### src/hw/sfr_bank_pkg.sv
// Constants and state layout for the special-function register bank
package sfr_bank_pkg;

    // ==========================================================
    // Register offsets
    localparam logic [3:0] OFS_STATUS = 4'h3;
    localparam logic [3:0] OFS_POINTER = 4'h4;
    localparam logic [3:0] OFS_PORT = 4'h6;
    localparam logic [3:0] OFS_POWER = 4'h8;
    localparam logic [3:0] OFS_WAKE = 4'h9;
    localparam logic [3:0] OFS_PCHI = 4'hA;
    localparam logic [3:0] OFS_PULLDN = 4'hB;
    localparam logic [3:0] OFS_PULLUP = 4'hC;
    localparam logic [3:0] OFS_IRQ_EN = 4'hE;
    localparam logic [3:0] OFS_IRQ_FLAG = 4'hF;

    // ==========================================================
    // Field positions
    localparam int POW_WATCHDOG = 7;
    localparam int POW_EXT_SEL = 6;
    localparam int POW_LOWV_DET = 5;
    localparam int POW_LOWV_RST = 3;
    localparam int POW_COMPARATOR = 2;
    localparam int IRQ_TICK0 = 0;
    localparam int IRQ_PIN_CHANGE = 1;
    localparam int IRQ_EXT = 2;
    localparam int IRQ_TICK1 = 3;
    localparam int IRQ_LOWV = 4;
    localparam int IRQ_WATCHDOG = 6;

    // ==========================================================
    // Reset values and implemented-bit masks
    localparam logic [7:0] POWER_RESET = 8'h88;
    localparam logic [5:0] WAKE_RESET = 6'h3F;
    localparam logic [3:0] PULLDN_RESET = 4'hF;
    localparam logic [5:0] PULLUP_RESET = 6'h3F;
    localparam logic [2:0] PCHI_RESET = 3'h0;
    localparam logic [7:0] POINTER_RESET = 8'h00;
    localparam logic [7:0] IRQ_RESET = 8'h00;
    localparam logic [7:0] IRQ_IMPL_MASK = 8'h5F;
    localparam logic [1:0] BANK_ONLY = 2'h0;
    localparam logic [1:0] SYNC_FILLED = 2'h3;

    // ==========================================================
    // Complete state of the bank
    typedef struct packed {
        logic carry;
        logic half_carry;
        logic zero;
        logic watchdog_expiry_flag_n;
        logic powerdown_flag_n;
        logic [2:0] status_spare;
        logic [7:0] pointer;
        logic [5:0] port_latch;
        logic [1:0] port_spare;
        logic [7:0] power;
        logic [5:0] wake;
        logic [2:0] pc_high;
        logic [3:0] pulldown_off_n;
        logic [5:0] pullup_off_n;
        logic [7:0] irq_en;
        logic [7:0] irq_flag;
        logic [5:0] pin_s1;
        logic [5:0] pin_s2;
        logic [5:0] pin_prev;
        logic [1:0] sync_fill;
        logic [7:0] rd_data;
        logic irq_req;
        logic wake_req;
    } bank_state_t;

endpackage : sfr_bank_pkg

### src/hw/core_sfr_status_port_irq_bank.sv
// Directly addressed special-function register bank of the core
// ==========================================================
// Overview of operation
// - Carry set on add carry or no borrow
// - Half-carry from low nibble, same sense
// - Zero flag follows logical result equals zero
// - Power-down flag high at reset, low on sleep
// - Time-out flag high on reset/clear/sleep, low on expiry
// - Spare bits are plain storage, status spares reset zero
// - Pointer low six bits select one of 64
// - Port read gives pins, or latch by option
// - Port write loads six latches, two spare bits
// - Power bit 7 enables watchdog, resets set
// - Power bit 6 routes pin zero to interrupt
// - Power bits 5,3,2 enable detector, reset, comparator
// - Six wake bits enable pin wake, reset set
// - PC high buffer two bits, bit 2 spare
// - Pull-down bits active low, reset disabled
// - Pull-up bits active low, reset disabled
// - Enable bits mask individual interrupt sources
// - Tick0 overflow flag sticky until software clears
// - Pin change flag cleared only by software
// - Flag reads zero while its enable clear
// - Global enable gates all interrupt requests
module core_sfr_status_port_irq_bank (
    input wire logic sys_clk,
    input wire logic nrst,
    input wire logic [3:0] reg_addr,
    input wire logic reg_wr_en,
    input wire logic [7:0] reg_wr_data,
    input wire logic reg_rd_en,
    output logic [7:0] reg_rd_data,
    input wire logic alu_update,
    input wire logic alu_carry,
    input wire logic alu_half_carry,
    input wire logic logic_update,
    input wire logic [7:0] logic_result,
    input wire logic sleep_exec,
    input wire logic clrwdt_exec,
    input wire logic watchdog_timeout,
    input wire logic tick0_overflow,
    input wire logic tick1_underflow,
    input wire logic lowv_event,
    input wire logic watchdog_irq_event,
    input wire logic ext_edge_rising,
    input wire logic global_irq_enable,
    input wire logic pin_readback_option,
    input wire logic [5:0] port_dir_input,
    input wire logic [5:0] port_pin_in,
    output logic [5:0] port_out,
    output logic [5:0] indirect_addr,
    output logic watchdog_enable,
    output logic ext_irq_pin_select,
    output logic lowv_detect_enable,
    output logic lowv_reset_enable,
    output logic comparator_enable,
    output logic [5:0] pin_wake_enable,
    output logic [3:0] pulldown_off_n,
    output logic [5:0] pullup_off_n,
    output logic [1:0] pc_high_latch,
    output logic irq_req,
    output logic wake_req
);

    // ==========================================================
    // State
    sfr_bank_pkg::bank_state_t st_r;
    sfr_bank_pkg::bank_state_t st_nxt;

    logic [7:0] flag_view;
    logic [7:0] port_view;
    logic [5:0] pin_change;
    logic ext_edge;
    logic sync_ready;
    logic [7:0] events;

    // Pin zero edge and input change both look only at the settled second stage
    always_comb begin
        sync_ready = (st_r.sync_fill == sfr_bank_pkg::SYNC_FILLED);
        // No edge until the history holds a real sample, so a pin idling high after reset is no event
        pin_change = (st_r.pin_s2 ^ st_r.pin_prev) & port_dir_input & {6{sync_ready}};
        ext_edge = ext_edge_rising ? (st_r.pin_s2[0] & ~st_r.pin_prev[0])
                                   : (~st_r.pin_s2[0] & st_r.pin_prev[0]);
        ext_edge = ext_edge & sync_ready;
        events = 8'h00;
        events[sfr_bank_pkg::IRQ_TICK0] = tick0_overflow;
        events[sfr_bank_pkg::IRQ_PIN_CHANGE] = |pin_change;
        // External source only counts while pin zero is routed to it
        events[sfr_bank_pkg::IRQ_EXT] = ext_edge & st_r.power[sfr_bank_pkg::POW_EXT_SEL];
        events[sfr_bank_pkg::IRQ_TICK1] = tick1_underflow;
        events[sfr_bank_pkg::IRQ_LOWV] = lowv_event;
        events[sfr_bank_pkg::IRQ_WATCHDOG] = watchdog_irq_event;
        flag_view = st_r.irq_flag & st_r.irq_en & sfr_bank_pkg::IRQ_IMPL_MASK;
        // Output pins read back the pin or the latch, picked by the option strap
        for (int i = 0; i < 6; i++) begin
            if (port_dir_input[i] || !pin_readback_option) begin
                port_view[i] = st_r.pin_s2[i];
            end else begin
                port_view[i] = st_r.port_latch[i];
            end
        end
        port_view[7:6] = st_r.port_spare;
    end

    // ==========================================================
    // Next state
    always_comb begin
        st_nxt = st_r;
        st_nxt.pin_s1 = port_pin_in;
        st_nxt.pin_s2 = st_r.pin_s1;
        st_nxt.pin_prev = st_r.pin_s2;
        if (st_r.sync_fill != sfr_bank_pkg::SYNC_FILLED) begin
            st_nxt.sync_fill = st_r.sync_fill + 2'h1;
        end
        // Software writes first; hardware events below override them
        if (reg_wr_en) begin
            case (reg_addr)
                sfr_bank_pkg::OFS_STATUS: begin
                    st_nxt.status_spare = reg_wr_data[7:5];
                    st_nxt.watchdog_expiry_flag_n = reg_wr_data[4];
                    st_nxt.powerdown_flag_n = reg_wr_data[3];
                    st_nxt.zero = reg_wr_data[2];
                    st_nxt.half_carry = reg_wr_data[1];
                    st_nxt.carry = reg_wr_data[0];
                end
                sfr_bank_pkg::OFS_POINTER: begin
                    // Bank bits are stored as written; software keeps them at zero
                    st_nxt.pointer = reg_wr_data;
                end
                sfr_bank_pkg::OFS_PORT: begin
                    st_nxt.port_latch = reg_wr_data[5:0];
                    st_nxt.port_spare = reg_wr_data[7:6];
                end
                sfr_bank_pkg::OFS_POWER: begin
                    st_nxt.power = reg_wr_data;
                end
                sfr_bank_pkg::OFS_WAKE: begin
                    st_nxt.wake = reg_wr_data[5:0];
                end
                sfr_bank_pkg::OFS_PCHI: begin
                    st_nxt.pc_high = reg_wr_data[2:0];
                end
                sfr_bank_pkg::OFS_PULLDN: begin
                    st_nxt.pulldown_off_n = reg_wr_data[7:4];
                end
                sfr_bank_pkg::OFS_PULLUP: begin
                    st_nxt.pullup_off_n = reg_wr_data[5:0];
                end
                sfr_bank_pkg::OFS_IRQ_EN: begin
                    st_nxt.irq_en = reg_wr_data & sfr_bank_pkg::IRQ_IMPL_MASK;
                end
                sfr_bank_pkg::OFS_IRQ_FLAG: begin
                    st_nxt.irq_flag = reg_wr_data & sfr_bank_pkg::IRQ_IMPL_MASK;
                end
                default: begin
                end
            endcase
        end
        // Arithmetic results win over a same-cycle write of the status byte
        if (alu_update) begin
            st_nxt.carry = alu_carry;
            st_nxt.half_carry = alu_half_carry;
        end
        if (logic_update) begin
            st_nxt.zero = (logic_result == 8'h00);
        end
        if (clrwdt_exec) begin
            st_nxt.powerdown_flag_n = 1'b1;
            st_nxt.watchdog_expiry_flag_n = 1'b1;
        end
        if (sleep_exec) begin
            st_nxt.powerdown_flag_n = 1'b0;
            st_nxt.watchdog_expiry_flag_n = 1'b1;
        end
        if (watchdog_timeout) begin
            st_nxt.watchdog_expiry_flag_n = 1'b0;
        end
        // Set beats clear, so an event landing on a clearing write is kept
        st_nxt.irq_flag = st_nxt.irq_flag | events;
        st_nxt.irq_req = global_irq_enable & |(st_nxt.irq_flag & st_nxt.irq_en);
        st_nxt.wake_req = |(pin_change & st_r.wake);
        st_nxt.rd_data = 8'h00;
        if (reg_rd_en) begin
            case (reg_addr)
                sfr_bank_pkg::OFS_STATUS: begin
                    st_nxt.rd_data = {st_r.status_spare, st_r.watchdog_expiry_flag_n,
                                      st_r.powerdown_flag_n, st_r.zero, st_r.half_carry, st_r.carry};
                end
                sfr_bank_pkg::OFS_POINTER: begin
                    st_nxt.rd_data = st_r.pointer;
                end
                sfr_bank_pkg::OFS_PORT: begin
                    st_nxt.rd_data = port_view;
                end
                sfr_bank_pkg::OFS_POWER: begin
                    st_nxt.rd_data = st_r.power;
                end
                sfr_bank_pkg::OFS_WAKE: begin
                    st_nxt.rd_data = {2'h0, st_r.wake};
                end
                sfr_bank_pkg::OFS_PCHI: begin
                    st_nxt.rd_data = {5'h00, st_r.pc_high};
                end
                sfr_bank_pkg::OFS_PULLDN: begin
                    st_nxt.rd_data = {st_r.pulldown_off_n, 4'h0};
                end
                sfr_bank_pkg::OFS_PULLUP: begin
                    st_nxt.rd_data = {2'h0, st_r.pullup_off_n};
                end
                sfr_bank_pkg::OFS_IRQ_EN: begin
                    st_nxt.rd_data = st_r.irq_en;
                end
                sfr_bank_pkg::OFS_IRQ_FLAG: begin
                    st_nxt.rd_data = flag_view;
                end
                default: begin
                    st_nxt.rd_data = 8'h00;
                end
            endcase
        end
    end

    // ==========================================================
    // Registers
    always_ff @(posedge sys_clk or negedge nrst) begin
        if (!nrst) begin
            st_r <= '0;
            st_r.watchdog_expiry_flag_n <= 1'b1;
            st_r.powerdown_flag_n <= 1'b1;
            st_r.pointer <= sfr_bank_pkg::POINTER_RESET;
            st_r.power <= sfr_bank_pkg::POWER_RESET;
            st_r.wake <= sfr_bank_pkg::WAKE_RESET;
            st_r.pc_high <= sfr_bank_pkg::PCHI_RESET;
            st_r.pulldown_off_n <= sfr_bank_pkg::PULLDN_RESET;
            st_r.pullup_off_n <= sfr_bank_pkg::PULLUP_RESET;
            st_r.irq_en <= sfr_bank_pkg::IRQ_RESET;
            st_r.irq_flag <= sfr_bank_pkg::IRQ_RESET;
        end else begin
            st_r <= st_nxt;
        end
    end

    // ==========================================================
    // Outputs
    assign reg_rd_data = st_r.rd_data;
    assign port_out = st_r.port_latch;
    assign indirect_addr = st_r.pointer[5:0];
    assign watchdog_enable = st_r.power[sfr_bank_pkg::POW_WATCHDOG];
    assign ext_irq_pin_select = st_r.power[sfr_bank_pkg::POW_EXT_SEL];
    assign lowv_detect_enable = st_r.power[sfr_bank_pkg::POW_LOWV_DET];
    assign lowv_reset_enable = st_r.power[sfr_bank_pkg::POW_LOWV_RST];
    assign comparator_enable = st_r.power[sfr_bank_pkg::POW_COMPARATOR];
    assign pin_wake_enable = st_r.wake;
    assign pulldown_off_n = st_r.pulldown_off_n;
    assign pullup_off_n = st_r.pullup_off_n;
    assign pc_high_latch = st_r.pc_high[1:0];
    assign irq_req = st_r.irq_req;
    assign wake_req = st_r.wake_req;
endmodule : core_sfr_status_port_irq_bank

### config.mk
export PLATFORM = sky130hd
export DESIGN_NAME = core_sfr_status_port_irq_bank
export DESIGN_NICKNAME = d
export VERILOG_FILES = /design/src/hw/sfr_bank_pkg.sv /design/src/hw/core_sfr_status_port_irq_bank.sv
export SDC_FILE = /design/constraint.sdc
export NUM_CORES = 1
export LEC_CHECK = 0
export BUFFER_PORTS_ARGS = -buffer_cell sky130_fd_sc_hd__buf_2
export CORE_ASPECT_RATIO = 1.5
export CORE_MARGIN = 2
export CORE_UTILIZATION = 35
export CTS_BUF_LIST = sky130_fd_sc_hd__clkbuf_8
export CTS_CLUSTER_DIAMETER = 150
export DETAILED_ROUTE_END_ITERATION = 7
export SLEW_MARGIN = 5
export SYNTH_ARGS = -nofsm -noshare
export SYNTH_HDL_FRONTEND = slang
export SYNTH_SLANG_ARGS = --single-unit
export TNS_END_PERCENT = 5
### constraint.sdc
create_clock -name sys_clk -period 2.1 [get_ports sys_clk]
set_input_delay 0.42 -clock sys_clk [delete_from_list [all_inputs] [get_ports sys_clk]]
set_output_delay 0.42 -clock sys_clk [all_outputs]
set_load 0.005 [all_outputs]
==> impl_metrics.yaml, run 1 <==
run_status:
  run_status: "completed"
global_routing:
  maximum_number_of_pins_on_one_net_before_global_route_repair: 57
  grt_overflow: 0
  grt_pass1_vias: 3557
  antenna_found_initial: 0
  grt_total_usage_pct: 18.7
  global_route_wire_length_before_repair_um: 19800
die:
  core_area_mm2: 0.0129
  ioPinCount: 95
  row_count: 51
  floorplan.die.height_um: 144
  die_w_um: 97.5
  floorplan.die_area_mm2: 0.0141
  initial_utilization_pct: 35.6
clock_tree:
  clk_buf_depth: 2
  cts.htree.levels: 3
  cts-root-buf: "sky130_fd_sc_hd__clkbuf_8"
  cts.sinks: 97
  clkLatencyLatePin_ns: 0.37
  cts_inserted_buffers: 9
  clock_tree_from_tritoncts: "built"
  clkSlewWorstSetupHoldPaths_ns: 0.08
yosys:
  synth_mux_area_share_pct: 15.3
  synth_adder_area_share_pct: 0.817
  syn-cell-area_mm2: 0.00459
  proportion_of_synthesized_flip_flops_having_asynchronous_set_or_reset_pct: 100
  yosys-top-cells-area: "sky130_fd_sc_hd__dfrtp_1 (42%), sky130_fd_sc_hd__mux2_2 (12%), sky130_fd_sc_hd__dfstp_2 (11%), sky130_fd_sc_hd__buf_4 (6.5%), sky130_fd_sc_hd__mux2i_1 (3.5%)"
  postSynthCellCount: 404
  synth_top_family_by_area: "multiplexers"
  synth_cell_type_count: 42
  synth_warnings: 0
  synth-edff-count: 0
  flop_and_latch_count_out_of_synthesis: 97
  post_synth_and_or_nand_nor_area_fraction_pct: 10.5
  cell_type_contributing_the_most_total_cell_area_after_synthesis: "sky130_fd_sc_hd__dfrtp_1"
  yosysTopAreaCellShare_pct: 42.0
  synthesis.nets: 457
  yosys_most_used_dff: "sky130_fd_sc_hd__dfrtp_1"
  most_common_cell_in_the_synthesized_netlist: "sky130_fd_sc_hd__dfrtp_1"
  synth_commonest_cells: "sky130_fd_sc_hd__dfrtp_1 (77), sky130_fd_sc_hd__mux2_2 (48), sky130_fd_sc_hd__buf_4 (40)"
  synthXorXnorAreaFrac_pct: 1.14
  syn_area_per_cell_um2: 11.4
  synth_sequential_area_ratio_pct: 53.4
  synth_compound_gate_area_share_pct: 10.2
critical_path:
  crit-reg2reg-capture: "irq_req"
  worstPathMaxFanout: 10
  timing.critical_path.arrival_ns: 2.30
  crit_type: "reg2reg"
  reg2reg_setup_slack_ns: 0.05
  setup.worst_path.start_class: "flop"
  worst_setup_path_end_kind: "flop"
  worstReg2RegStart: "st_r[10]"
  r2r_cells: 6
  cp.required_ns: 2.35
placed_design:
  routabilityCongestion: 0.931
  place.detailed.hpwl_um: 9940
  numPlacedInstances: 633
  place.port_buffers: 94
  place_worst_setup_slack_ns: -0.0956
power_and_ir_drop:
  vdd_ir_drop_max_uv: 341
  pwr_density_cell_mw_per_mm2: 813
  p_leak_nw: 2.49
hold_path:
  worstHoldEndpoint: "st_nxt[18]"
  min-delay-start: "port_pin_in[0]"
  hold_path_class: "in2reg"
  worstHoldPathCells: 1
detailed_routing:
  viasPerCell: 5.18
  drt-initial-drc-count: 245
  antenna_left: 0
  route.detailed.drc: 0
  route.vias.total: 3368
  firstDrtPassIters: 4
  drt-total-wl_um: 12900
  post_drt_wl_per_cell_um: 19.8
sta:
  timing.hold.ws_ns: 0.153
  timing_hold_violations_final: 0
  slew_headroom_pct: 58.4
  setup-violations-final: 0
  report.final.slew_viol_count: 0
  post-route-period-util_pct: 97.5
  final_critical_path_setup_slack_ns: 0.0530
  totalNegativeSetupSlack_ns: 0
  actual_slew_at_the_worst_max_slew_pin_ns: 0.623
  final_period_minus_worst_setup_slack_ns: 2.05
  clock.fmax_ghz: 0.489
  finalClockSkew_ns: 0.00877
finish:
  drive_gt1_share_pct: 42.6
  syn2layout_area_growth_pct: 16.2
  finish.utilization_pct: 41.4
  combined_area_of_the_multi_input_logic_cells_mm2: 0.00176
  num_antenna_cells: 0
  nNetsFinal: 539
  layout_fillers: 1300
  stdcell_count: 650
  sequential_cell_area_mm2: 0.00245
flow_run:
  drv.max_cap_violation_count: 0
-- cells in the final DEF, fill, tap and decap left out, types with 2 or more instances in the layout --
cell / count
sky130_fd_sc_hd__buf_2: 93
sky130_fd_sc_hd__dfrtp_1: 77
sky130_fd_sc_hd__mux2_2: 48
sky130_fd_sc_hd__nand2_1: 31
sky130_fd_sc_hd__buf_4: 31
sky130_fd_sc_hd__o21ai_0: 22
sky130_fd_sc_hd__dfstp_2: 20
sky130_fd_sc_hd__nor2_1: 18
sky130_fd_sc_hd__a21oi_1: 16
sky130_fd_sc_hd__mux2i_1: 15
sky130_fd_sc_hd__inv_1: 14
sky130_fd_sc_hd__nand3_1: 11
sky130_fd_sc_hd__clkbuf_8: 10
sky130_fd_sc_hd__nand2b_1: 7
sky130_fd_sc_hd__a221oi_1: 7
sky130_fd_sc_hd__nor3_1: 7
sky130_fd_sc_hd__o32ai_1: 6
sky130_fd_sc_hd__and3_1: 6
sky130_fd_sc_hd__nor2b_1: 5
sky130_fd_sc_hd__xor2_1: 5
sky130_fd_sc_hd__and2_1: 4
sky130_fd_sc_hd__nand3b_1: 3
sky130_fd_sc_hd__a31oi_1: 3
sky130_fd_sc_hd__a211o_1: 3
sky130_fd_sc_hd__a32oi_1: 2
sky130_fd_sc_hd__o2bb2ai_1: 2
sky130_fd_sc_hd__a22oi_1: 2
sky130_fd_sc_hd__nor4_1: 2
sky130_fd_sc_hd__ha_1: 2
-- metrics by stage --
stage	instance area [um2]	total power, mW
4_1_cts	5330	4.38
2_1_floorplan	4590	3.01
3_3_place_gp	5150	3.30
5_1_grt	5340	4.58
3_5_place_dp	5150	3.32
6_report	5340	4.34
-- routing by layer --
metal | share of wire, % | track usage [%] | vias up | wire, um
li1 | - | - | 1560 | -
met1 | 41 | 22.4 | 1658 | 5250
met2 | 51 | 31.5 | 125 | 6570
met3 | 5.1 | 4.20 | 25 | 661
met4 | 3.3 | 9.80 | 0 | 423
met5 | 0 | 0 | - | 0
-- report_power, final --
| group | internal, mW | switching (mW) | leakage (nW) |
|---|---|---|---|
| logic | 0.445 | 0.419 | 1.24 |
| registers | 2.21 | 0.217 | 1.14 |
| clock network | 0.441 | 0.608 | 0.102 |
| total | 3.09 | 1.24 | 2.49 |
-- worst max path at each step --
stage | endpoint | cells after the start | from | slack [ns]
2_1_floorplan | irq_req | 7 | reg_addr[1] | 0.10
3_3_place_gp | irq_req | 6 | st_r[10] | -0.09
3_5_place_dp | irq_req | 6 | st_r[10] | -0.1
4_1_cts | irq_req | 6 | st_r[10] | 0.06
5_1_grt | irq_req | 7 | st_nxt[12] | -0.001
6_report | irq_req | 6 | st_r[10] | 0.05
-- critical path, cell delays in order, from the launching register on --
cell and delay, ns:
sky130_fd_sc_hd__dfrtp_1 0.40, sky130_fd_sc_hd__ha_2 0.27, sky130_fd_sc_hd__and3_1 0.20, sky130_fd_sc_hd__nor4_2 0.35, sky130_fd_sc_hd__buf_4 0.18, sky130_fd_sc_hd__a31oi_1 0.10, sky130_fd_sc_hd__o41a_1 0.43
-- what timing repair did --
item	4_1_cts	5_1_grt
endpoints found under the hold margin	8	0
resized for setup	2	3
endpoints found under the setup margin	1	1
setup buffers	0	0
hold buffers	1	0
-- cell families (layout without fill, tap and decap cells) --
kind of cell | after synthesis | count (layout)
buffers and inverters | 64 | 151
xor gates and xnor gates | 6 | 6
and+or+nand+nor | 99 | 99
muxes | 64 | 64
DFF | 97 | 97
AOI/OAI and AO/OA | 71 | 71
adders and majority gates | 3 | 3
-- final cells by class --
| cell class | instances | share of cell area (%) |
|---|---|---|
| flip-flops and latches | 97 | 45.9 |
| multi-input cells | 243 | 33.0 |
| repair buffers | 126 | 13.6 |
| well taps | 159 | 3.73 |
| clock buffers | 10 | 2.58 |
| inverters | 9 | 0.633 |
| clock inverters | 6 | 0.445 |
-- state kept, by name, summed over array words and instances (netlist names) --
signal / cells
st_r: 38
st_nxt: 12
reg_rd_data: 8
indirect_addr: 6
pin_wake_enable: 6
port_out: 6
pullup_off_n: 6
pulldown_off_n: 4
pc_high_latch: 2
port_view: 2
comparator_enable: 1
ext_irq_pin_select: 1
irq_req: 1
lowv_detect_enable: 1
lowv_reset_enable: 1
wake_req: 1
watchdog_enable: 1
Note: power is estimated with default switching activity, not from simulation.
==> run 2, diff against run 1 <==
PLACE_DENSITY = 0.55   (was default)
==> run 2 against run 1 <==
The run now ends with negative hold slack left. Final cell count shrank 0.31%. Die area unchanged. Design area rose by 0.52%. Global-route usage hardly changed. Largest power group unchanged.
==> impl_metrics.yaml, run 2 (same netlist as run 1, synthesis figures left out) <==
run_status:
  run_status: "complete, but fails checks"
  violations: "negative hold slack"
clock_tree:
  clkLatencyLatePin_ns: 0.37
  cts_hold_repair.buffers: 0
  cts_inserted_buffers: 9
  cts.htree.levels: 3
  clk_buf_depth: 2
  clock_tree_from_tritoncts: "built"
  clkSlewWorstSetupHoldPaths_ns: 0.10
  cts-root-buf: "sky130_fd_sc_hd__clkbuf_8"
  cts.sinks: 97
die:
  ioPinCount: 95
  floorplan.die_area_mm2: 0.0141
  initial_utilization_pct: 35.6
  floorplan.die.height_um: 144
  core_area_mm2: 0.0129
  die_w_um: 97.5
  row_count: 51
finish:
  registers.top_by_ff_count: "st_r"
  combined_area_of_the_multi_input_logic_cells_mm2: 0.00178
  layout_fillers: 1312
  drive_gt1_share_pct: 43.6
  layout.cells.most_common_list: "sky130_fd_sc_hd__buf_2 (93), sky130_fd_sc_hd__dfrtp_1 (77), sky130_fd_sc_hd__mux2_2 (48)"
  most_common_cell_after_layout_fill_and_taps_aside: "sky130_fd_sc_hd__buf_2"
  nNetsFinal: 538
  syn2layout_area_growth_pct: 16.8
  sequential_cell_area_mm2: 0.00245
  num_antenna_cells: 0
  largest_register_ff_count: 38
global_routing:
  global_route_wire_length_before_repair_um: 19800
  maximum_number_of_pins_on_one_net_before_global_route_repair: 46
  antenna_found_initial: 0
  grt_pass1_vias: 3524
  grt_total_usage_pct: 18.7
  grt_overflow: 0
placed_design:
  routabilityCongestion: 0.900
  place.detailed.hpwl_um: 9930
  place.port_buffers: 94
power_and_ir_drop:
  power.share.combinational_pct: 19.5
  power.share.sequential_pct: 54.8
  pwr_density_cell_mw_per_mm2: 824
  vdd_ir_drop_max_uv: 390
  p_leak_nw: 2.47
  p_int_mw: 3.14
  net-switching-power_mw: 1.28
  power.share.clock_pct: 25.7
  power.switching_fraction_pct: 29.0
critical_path:
  crit-reg2reg-capture: "irq_req"
  cpMaxStageDelayCell: "sky130_fd_sc_hd__o41a_1"
  timing.critical_path.arrival_ns: 2.27
  cp.required_ns: 2.34
  worst_setup_path_end_kind: "flop"
  worstPathMaxFanout: 8
  worstReg2RegStart: "st_r[10]"
  critPathMaxStageDelay_ns: 0.45
  setup.worst_path.start_class: "flop"
  crit_type: "reg2reg"
  r2r_cells: 6
  timing.critical_path.cells: "ha_4 > and3_1 > nor4_4 > buf_4 > a31oi_1 > o41a_1"
  reg2reg_setup_slack_ns: 0.08
detailed_routing:
  post_drt_wl_per_cell_um: 19.8
  antenna_left: 0
  firstDrtPassIters: 5
  route.vias.total: 3400
  viasPerCell: 5.25
  drt-total-wl_um: 12800
  route.detailed.drc: 0
  drt-initial-drc-count: 215
sta:
  timing_hold_violations_final: 9
  timing.hold.ws_ns: -0.00893
  finalClockSkew_ns: 0.0149
  final_period_minus_worst_setup_slack_ns: 2.02
  setup-violations-final: 0
  post-route-period-util_pct: 96.4
  slew_headroom_pct: 57.3
  report.final.slew_viol_count: 0
  actual_slew_at_the_worst_max_slew_pin_ns: 0.639
  totalNegativeSetupSlack_ns: 0
  clock.fmax_ghz: 0.494
  grt_setup_unrepaired: "false"
hold_path:
  hold_path_class: "in2async"
flow_run:
  drv.max_cap_violation_count: 0
## run 2: cell types whose count changed in the layout (fill, tap and decap cells not counted), sizes merged
cell | before | now
dlygate4sd3 | 1 | 0
clkbuf | 10 | 11
clkinv | 1 | 2
inv | 14 | 9
clkinvlp | 0 | 2
## run 2: critical path, delay by kind of cell, from the launching register on
kind / cells / cell delay [ns]
adder cells (fa/ha/maj): 1 / 0.21
buffers and inverters: 1 / 0.17
flip-flops: 1 / 0.43
AO/OA/AOI/OAI: 2 / 0.55
AND/OR/NAND/NOR: 2 / 0.54
## run 2: layout make-up
class,count,share of cell area [%]
Multi-Input combinational cell,243,33.2
Clock buffer,11,2.82
Inverter,9,0.630
Timing Repair Buffer,125,13.4
Tap cell,159,3.71
Clock inverter,4,0.536
Sequential cell,97,45.7
## run 2: layer usage
| metal | global-route usage (%) | part of all wire, % |
|---|---|---|
| met4 | 7.75 | 3.2 |
| met2 | 32.3 | 51 |
| met5 | 0 | 0 |
| met1 | 22.6 | 40 |
| met3 | 4.06 | 5.2 |
## run 2: power groups by stage
stage | sequential (mW) | clock [mW] | combinational [mW]
finish | 2.42 | 1.14 | 0.861
global route | 2.46 | 1.24 | 0.955
CTS | 2.43 | 1.17 | 0.873
detailed placement | 2.46 | 0 | 0.863
global placement | 2.45 | 0 | 0.845
floorplan | 2.38 | 0 | 0.634
## run 2: worst max-delay path by stage
stage / startpoint / to / slack, ns / depth (start not counted)
3_5_place_dp: st_r[10] / irq_req / -0.19 / 6
2_1_floorplan: reg_addr[1] / irq_req / 0.10 / 7
3_3_place_gp: st_r[10] / irq_req / -0.16 / 6
6_report: st_r[10] / irq_req / 0.08 / 6
4_1_cts: st_r[10] / irq_req / 0.01 / 6
5_1_grt: st_nxt[12] / irq_req / 0.002 / 7
## run 2: per-stage QoR
stage	cells	utilization, %	instance area, um2	setup WS (ns)	power, mW
floorplan	404	-	4590	0.102	3.01
global placement	633	39.9	5150	-0.159	3.30
detailed placement	633	39.9	5150	-0.193	3.32
CTS	648	41.5	5350	0.0145	4.47
global route	648	41.6	5370	0.00238	4.66
finish	648	41.6	5370	0.0759	4.42
## run 2: timing repair
action	in CTS	in global routing
endpoints found under the setup margin	1	1
pin swaps	0	1
hold endpoints to repair	0	0
setup buffers	0	0
resized for setup	3	4
==> run 3, diff against run 2 <==
SETUP_SLACK_MARGIN = 0.1   (was default)
==> run 3 against run 2 <==
The run still ends with negative hold slack left. Flip-flop and latch count did not move. Design area rose by 0.96%. Sequential power barely moved. Wire length rose by 0.85%. Largest power group unchanged.
==> impl_metrics.yaml, run 3 (same netlist as run 1, synthesis figures left out) <==
run_status:
  run_status: "complete, but fails checks"
  violations: "negative hold slack"
clock_tree:
  clkLatencyLatePin_ns: 0.37
  clkSlewWorstSetupHoldPaths_ns: 0.10
  cts_inserted_buffers: 9
  clk_buf_depth: 2
  cts-root-buf: "sky130_fd_sc_hd__clkbuf_8"
  cts.htree.levels: 3
  cts.sinks: 97
  clock_tree_from_tritoncts: "built"
  cts_hold_repair.buffers: 0
global_routing:
  global_route_wire_length_before_repair_um: 20000
  grt_overflow: 0
  maximum_number_of_pins_on_one_net_before_global_route_repair: 46
  antenna_found_initial: 0
  grt_total_usage_pct: 18.8
  grt_pass1_vias: 3551
critical_path:
  critPathMaxStageDelay_ns: 0.43
  timing.critical_path.arrival_ns: 2.18
  crit_type: "reg2reg"
  worst_setup_path_end_kind: "flop"
  cp.required_ns: 2.34
  cpMaxStageDelayCell: "sky130_fd_sc_hd__dfrtp_1"
  timing.critical_path.cells: "ha_4 > and3_2 > nor4_4 > buf_4 > a31oi_1 > o41a_1"
  setup.worst_path.start_class: "flop"
  worstPathMaxFanout: 5
detailed_routing:
  post_drt_wl_per_cell_um: 19.9
  drt-initial-drc-count: 200
  antenna_left: 0
  firstDrtPassIters: 5
  viasPerCell: 5.26
  drt-total-wl_um: 13000
  route.detailed.drc: 0
  route.vias.total: 3425
sta:
  report.final.slew_viol_count: 0
  grt_setup_unrepaired: "false"
  final_critical_path_setup_slack_ns: 0.155
  setup-violations-final: 0
  post-route-period-util_pct: 92.6
  timing_hold_violations_final: 9
  actual_slew_at_the_worst_max_slew_pin_ns: 0.622
  finalClockSkew_ns: 0.0153
  clock.fmax_ghz: 0.514
  totalNegativeSetupSlack_ns: 0
  timing.hold.ws_ns: -0.00220
  final_period_minus_worst_setup_slack_ns: 1.95
  slew_headroom_pct: 58.5
die:
  floorplan.die.height_um: 144
  die_w_um: 97.5
  floorplan.die_area_mm2: 0.0141
  initial_utilization_pct: 35.6
  ioPinCount: 95
  core_area_mm2: 0.0129
  row_count: 51
hold_path:
  hold_path_class: "in2async"
finish:
  largest_register_ff_count: 38
  num_antenna_cells: 0
  most_common_cell_after_layout_fill_and_taps_aside: "sky130_fd_sc_hd__buf_2"
  nNetsFinal: 541
  finish.utilization_pct: 42.0
  drive_gt1_share_pct: 44.3
  syn2layout_area_growth_pct: 18.0
  layout.cells.most_common_list: "sky130_fd_sc_hd__buf_2 (93), sky130_fd_sc_hd__dfrtp_1 (77), sky130_fd_sc_hd__mux2_2 (48)"
  layout_fillers: 1306
  finalInstanceArea_mm2: 0.00542
  registers.top_by_ff_count: "st_r"
placed_design:
  placed_cell_area_mm2: 0.00515
  place.port_buffers: 94
  routabilityCongestion: 0.900
  place_worst_setup_slack_ns: -0.193
  place.detailed.hpwl_um: 9930
power_and_ir_drop:
  p_leak_nw: 2.49
  vdd_ir_drop_max_uv: 392
  pwr_density_cell_mw_per_mm2: 817
flow_run:
  drv.max_cap_violation_count: 0
[run 3: path summary, 6_finish.rpt]
path / from / end / slack (ns) / cells past startpoint
hold / removal: nrst / st_r[32] / -0.002 / 1
min in group sys_clk: port_pin_in[5] / st_nxt[23] / 0.15 / 1
max in group asynchronous: nrst / pulldown_off_n[0] / 1.40 / 2
setup / recovery: st_r[11] / irq_req / 0.15 / 6
hold reg to reg: st_nxt[23] / st_nxt[17] / 0.35 / 0
setup reg to reg: st_r[11] / irq_req / 0.15 / 6
[run 3: where the power goes]
| part | internal, mW | total (mW) | leakage [nW] | switching, mW |
|---|---|---|---|---|
| sequential | 2.21 | 2.43 | 1.14 | 0.219 |
| clock | 0.489 | 1.13 | 0.0874 | 0.641 |
| combinational | 0.446 | 0.870 | 1.26 | 0.423 |
| total | 3.14 | 4.43 | 2.49 | 1.28 |
[run 3: per-stage QoR]
| step | power [mW] | instances |
|---|---|---|
| after CTS | 4.47 | 650 |
| final | 4.43 | 651 |
| after floorplan | 3.01 | 404 |
| after global placement | 3.30 | 633 |
| after global routing | 4.67 | 651 |
| after detailed placement | 3.32 | 633 |
[run 3: layer usage]
metal	GRT usage, %	share of wire [%]	routed length (um)
met1	22.8	41	5260
met2	33.0	52	6690
met3	4.06	4.7	605
met4	7.31	3.0	394
met5	0	0	0
[run 3: worst max-delay path, delay by kind of cell (launching register included)]
| kind | cells | cell delay, ns |
|---|---|---|
| fa+ha+maj | 1 | 0.21 |
| buf+inv | 1 | 0.17 |
| flops | 1 | 0.43 |
| simple gates | 2 | 0.56 |
| compound gates | 2 | 0.44 |
[run 3: cell type report]
type,count,area (um2),area share [%]
clock buffers,11,151,2.80
clock inverters,4,28.8,0.531
inverters,9,33.8,0.624
multi-input cells,243,1800,33.2
flip-flops and latches,97,2450,45.3
well taps,159,199,3.67
repair buffers,128,753,13.9
[run 3: timing repair]
| item | 4_1_cts | 5_1_grt |
|---|---|---|
| setup buffers | 2 | 1 |
| pin swaps | 3 | 1 |
| gates resized for setup | 7 | 3 |
| endpoints found under the setup margin | 1 | 1 |
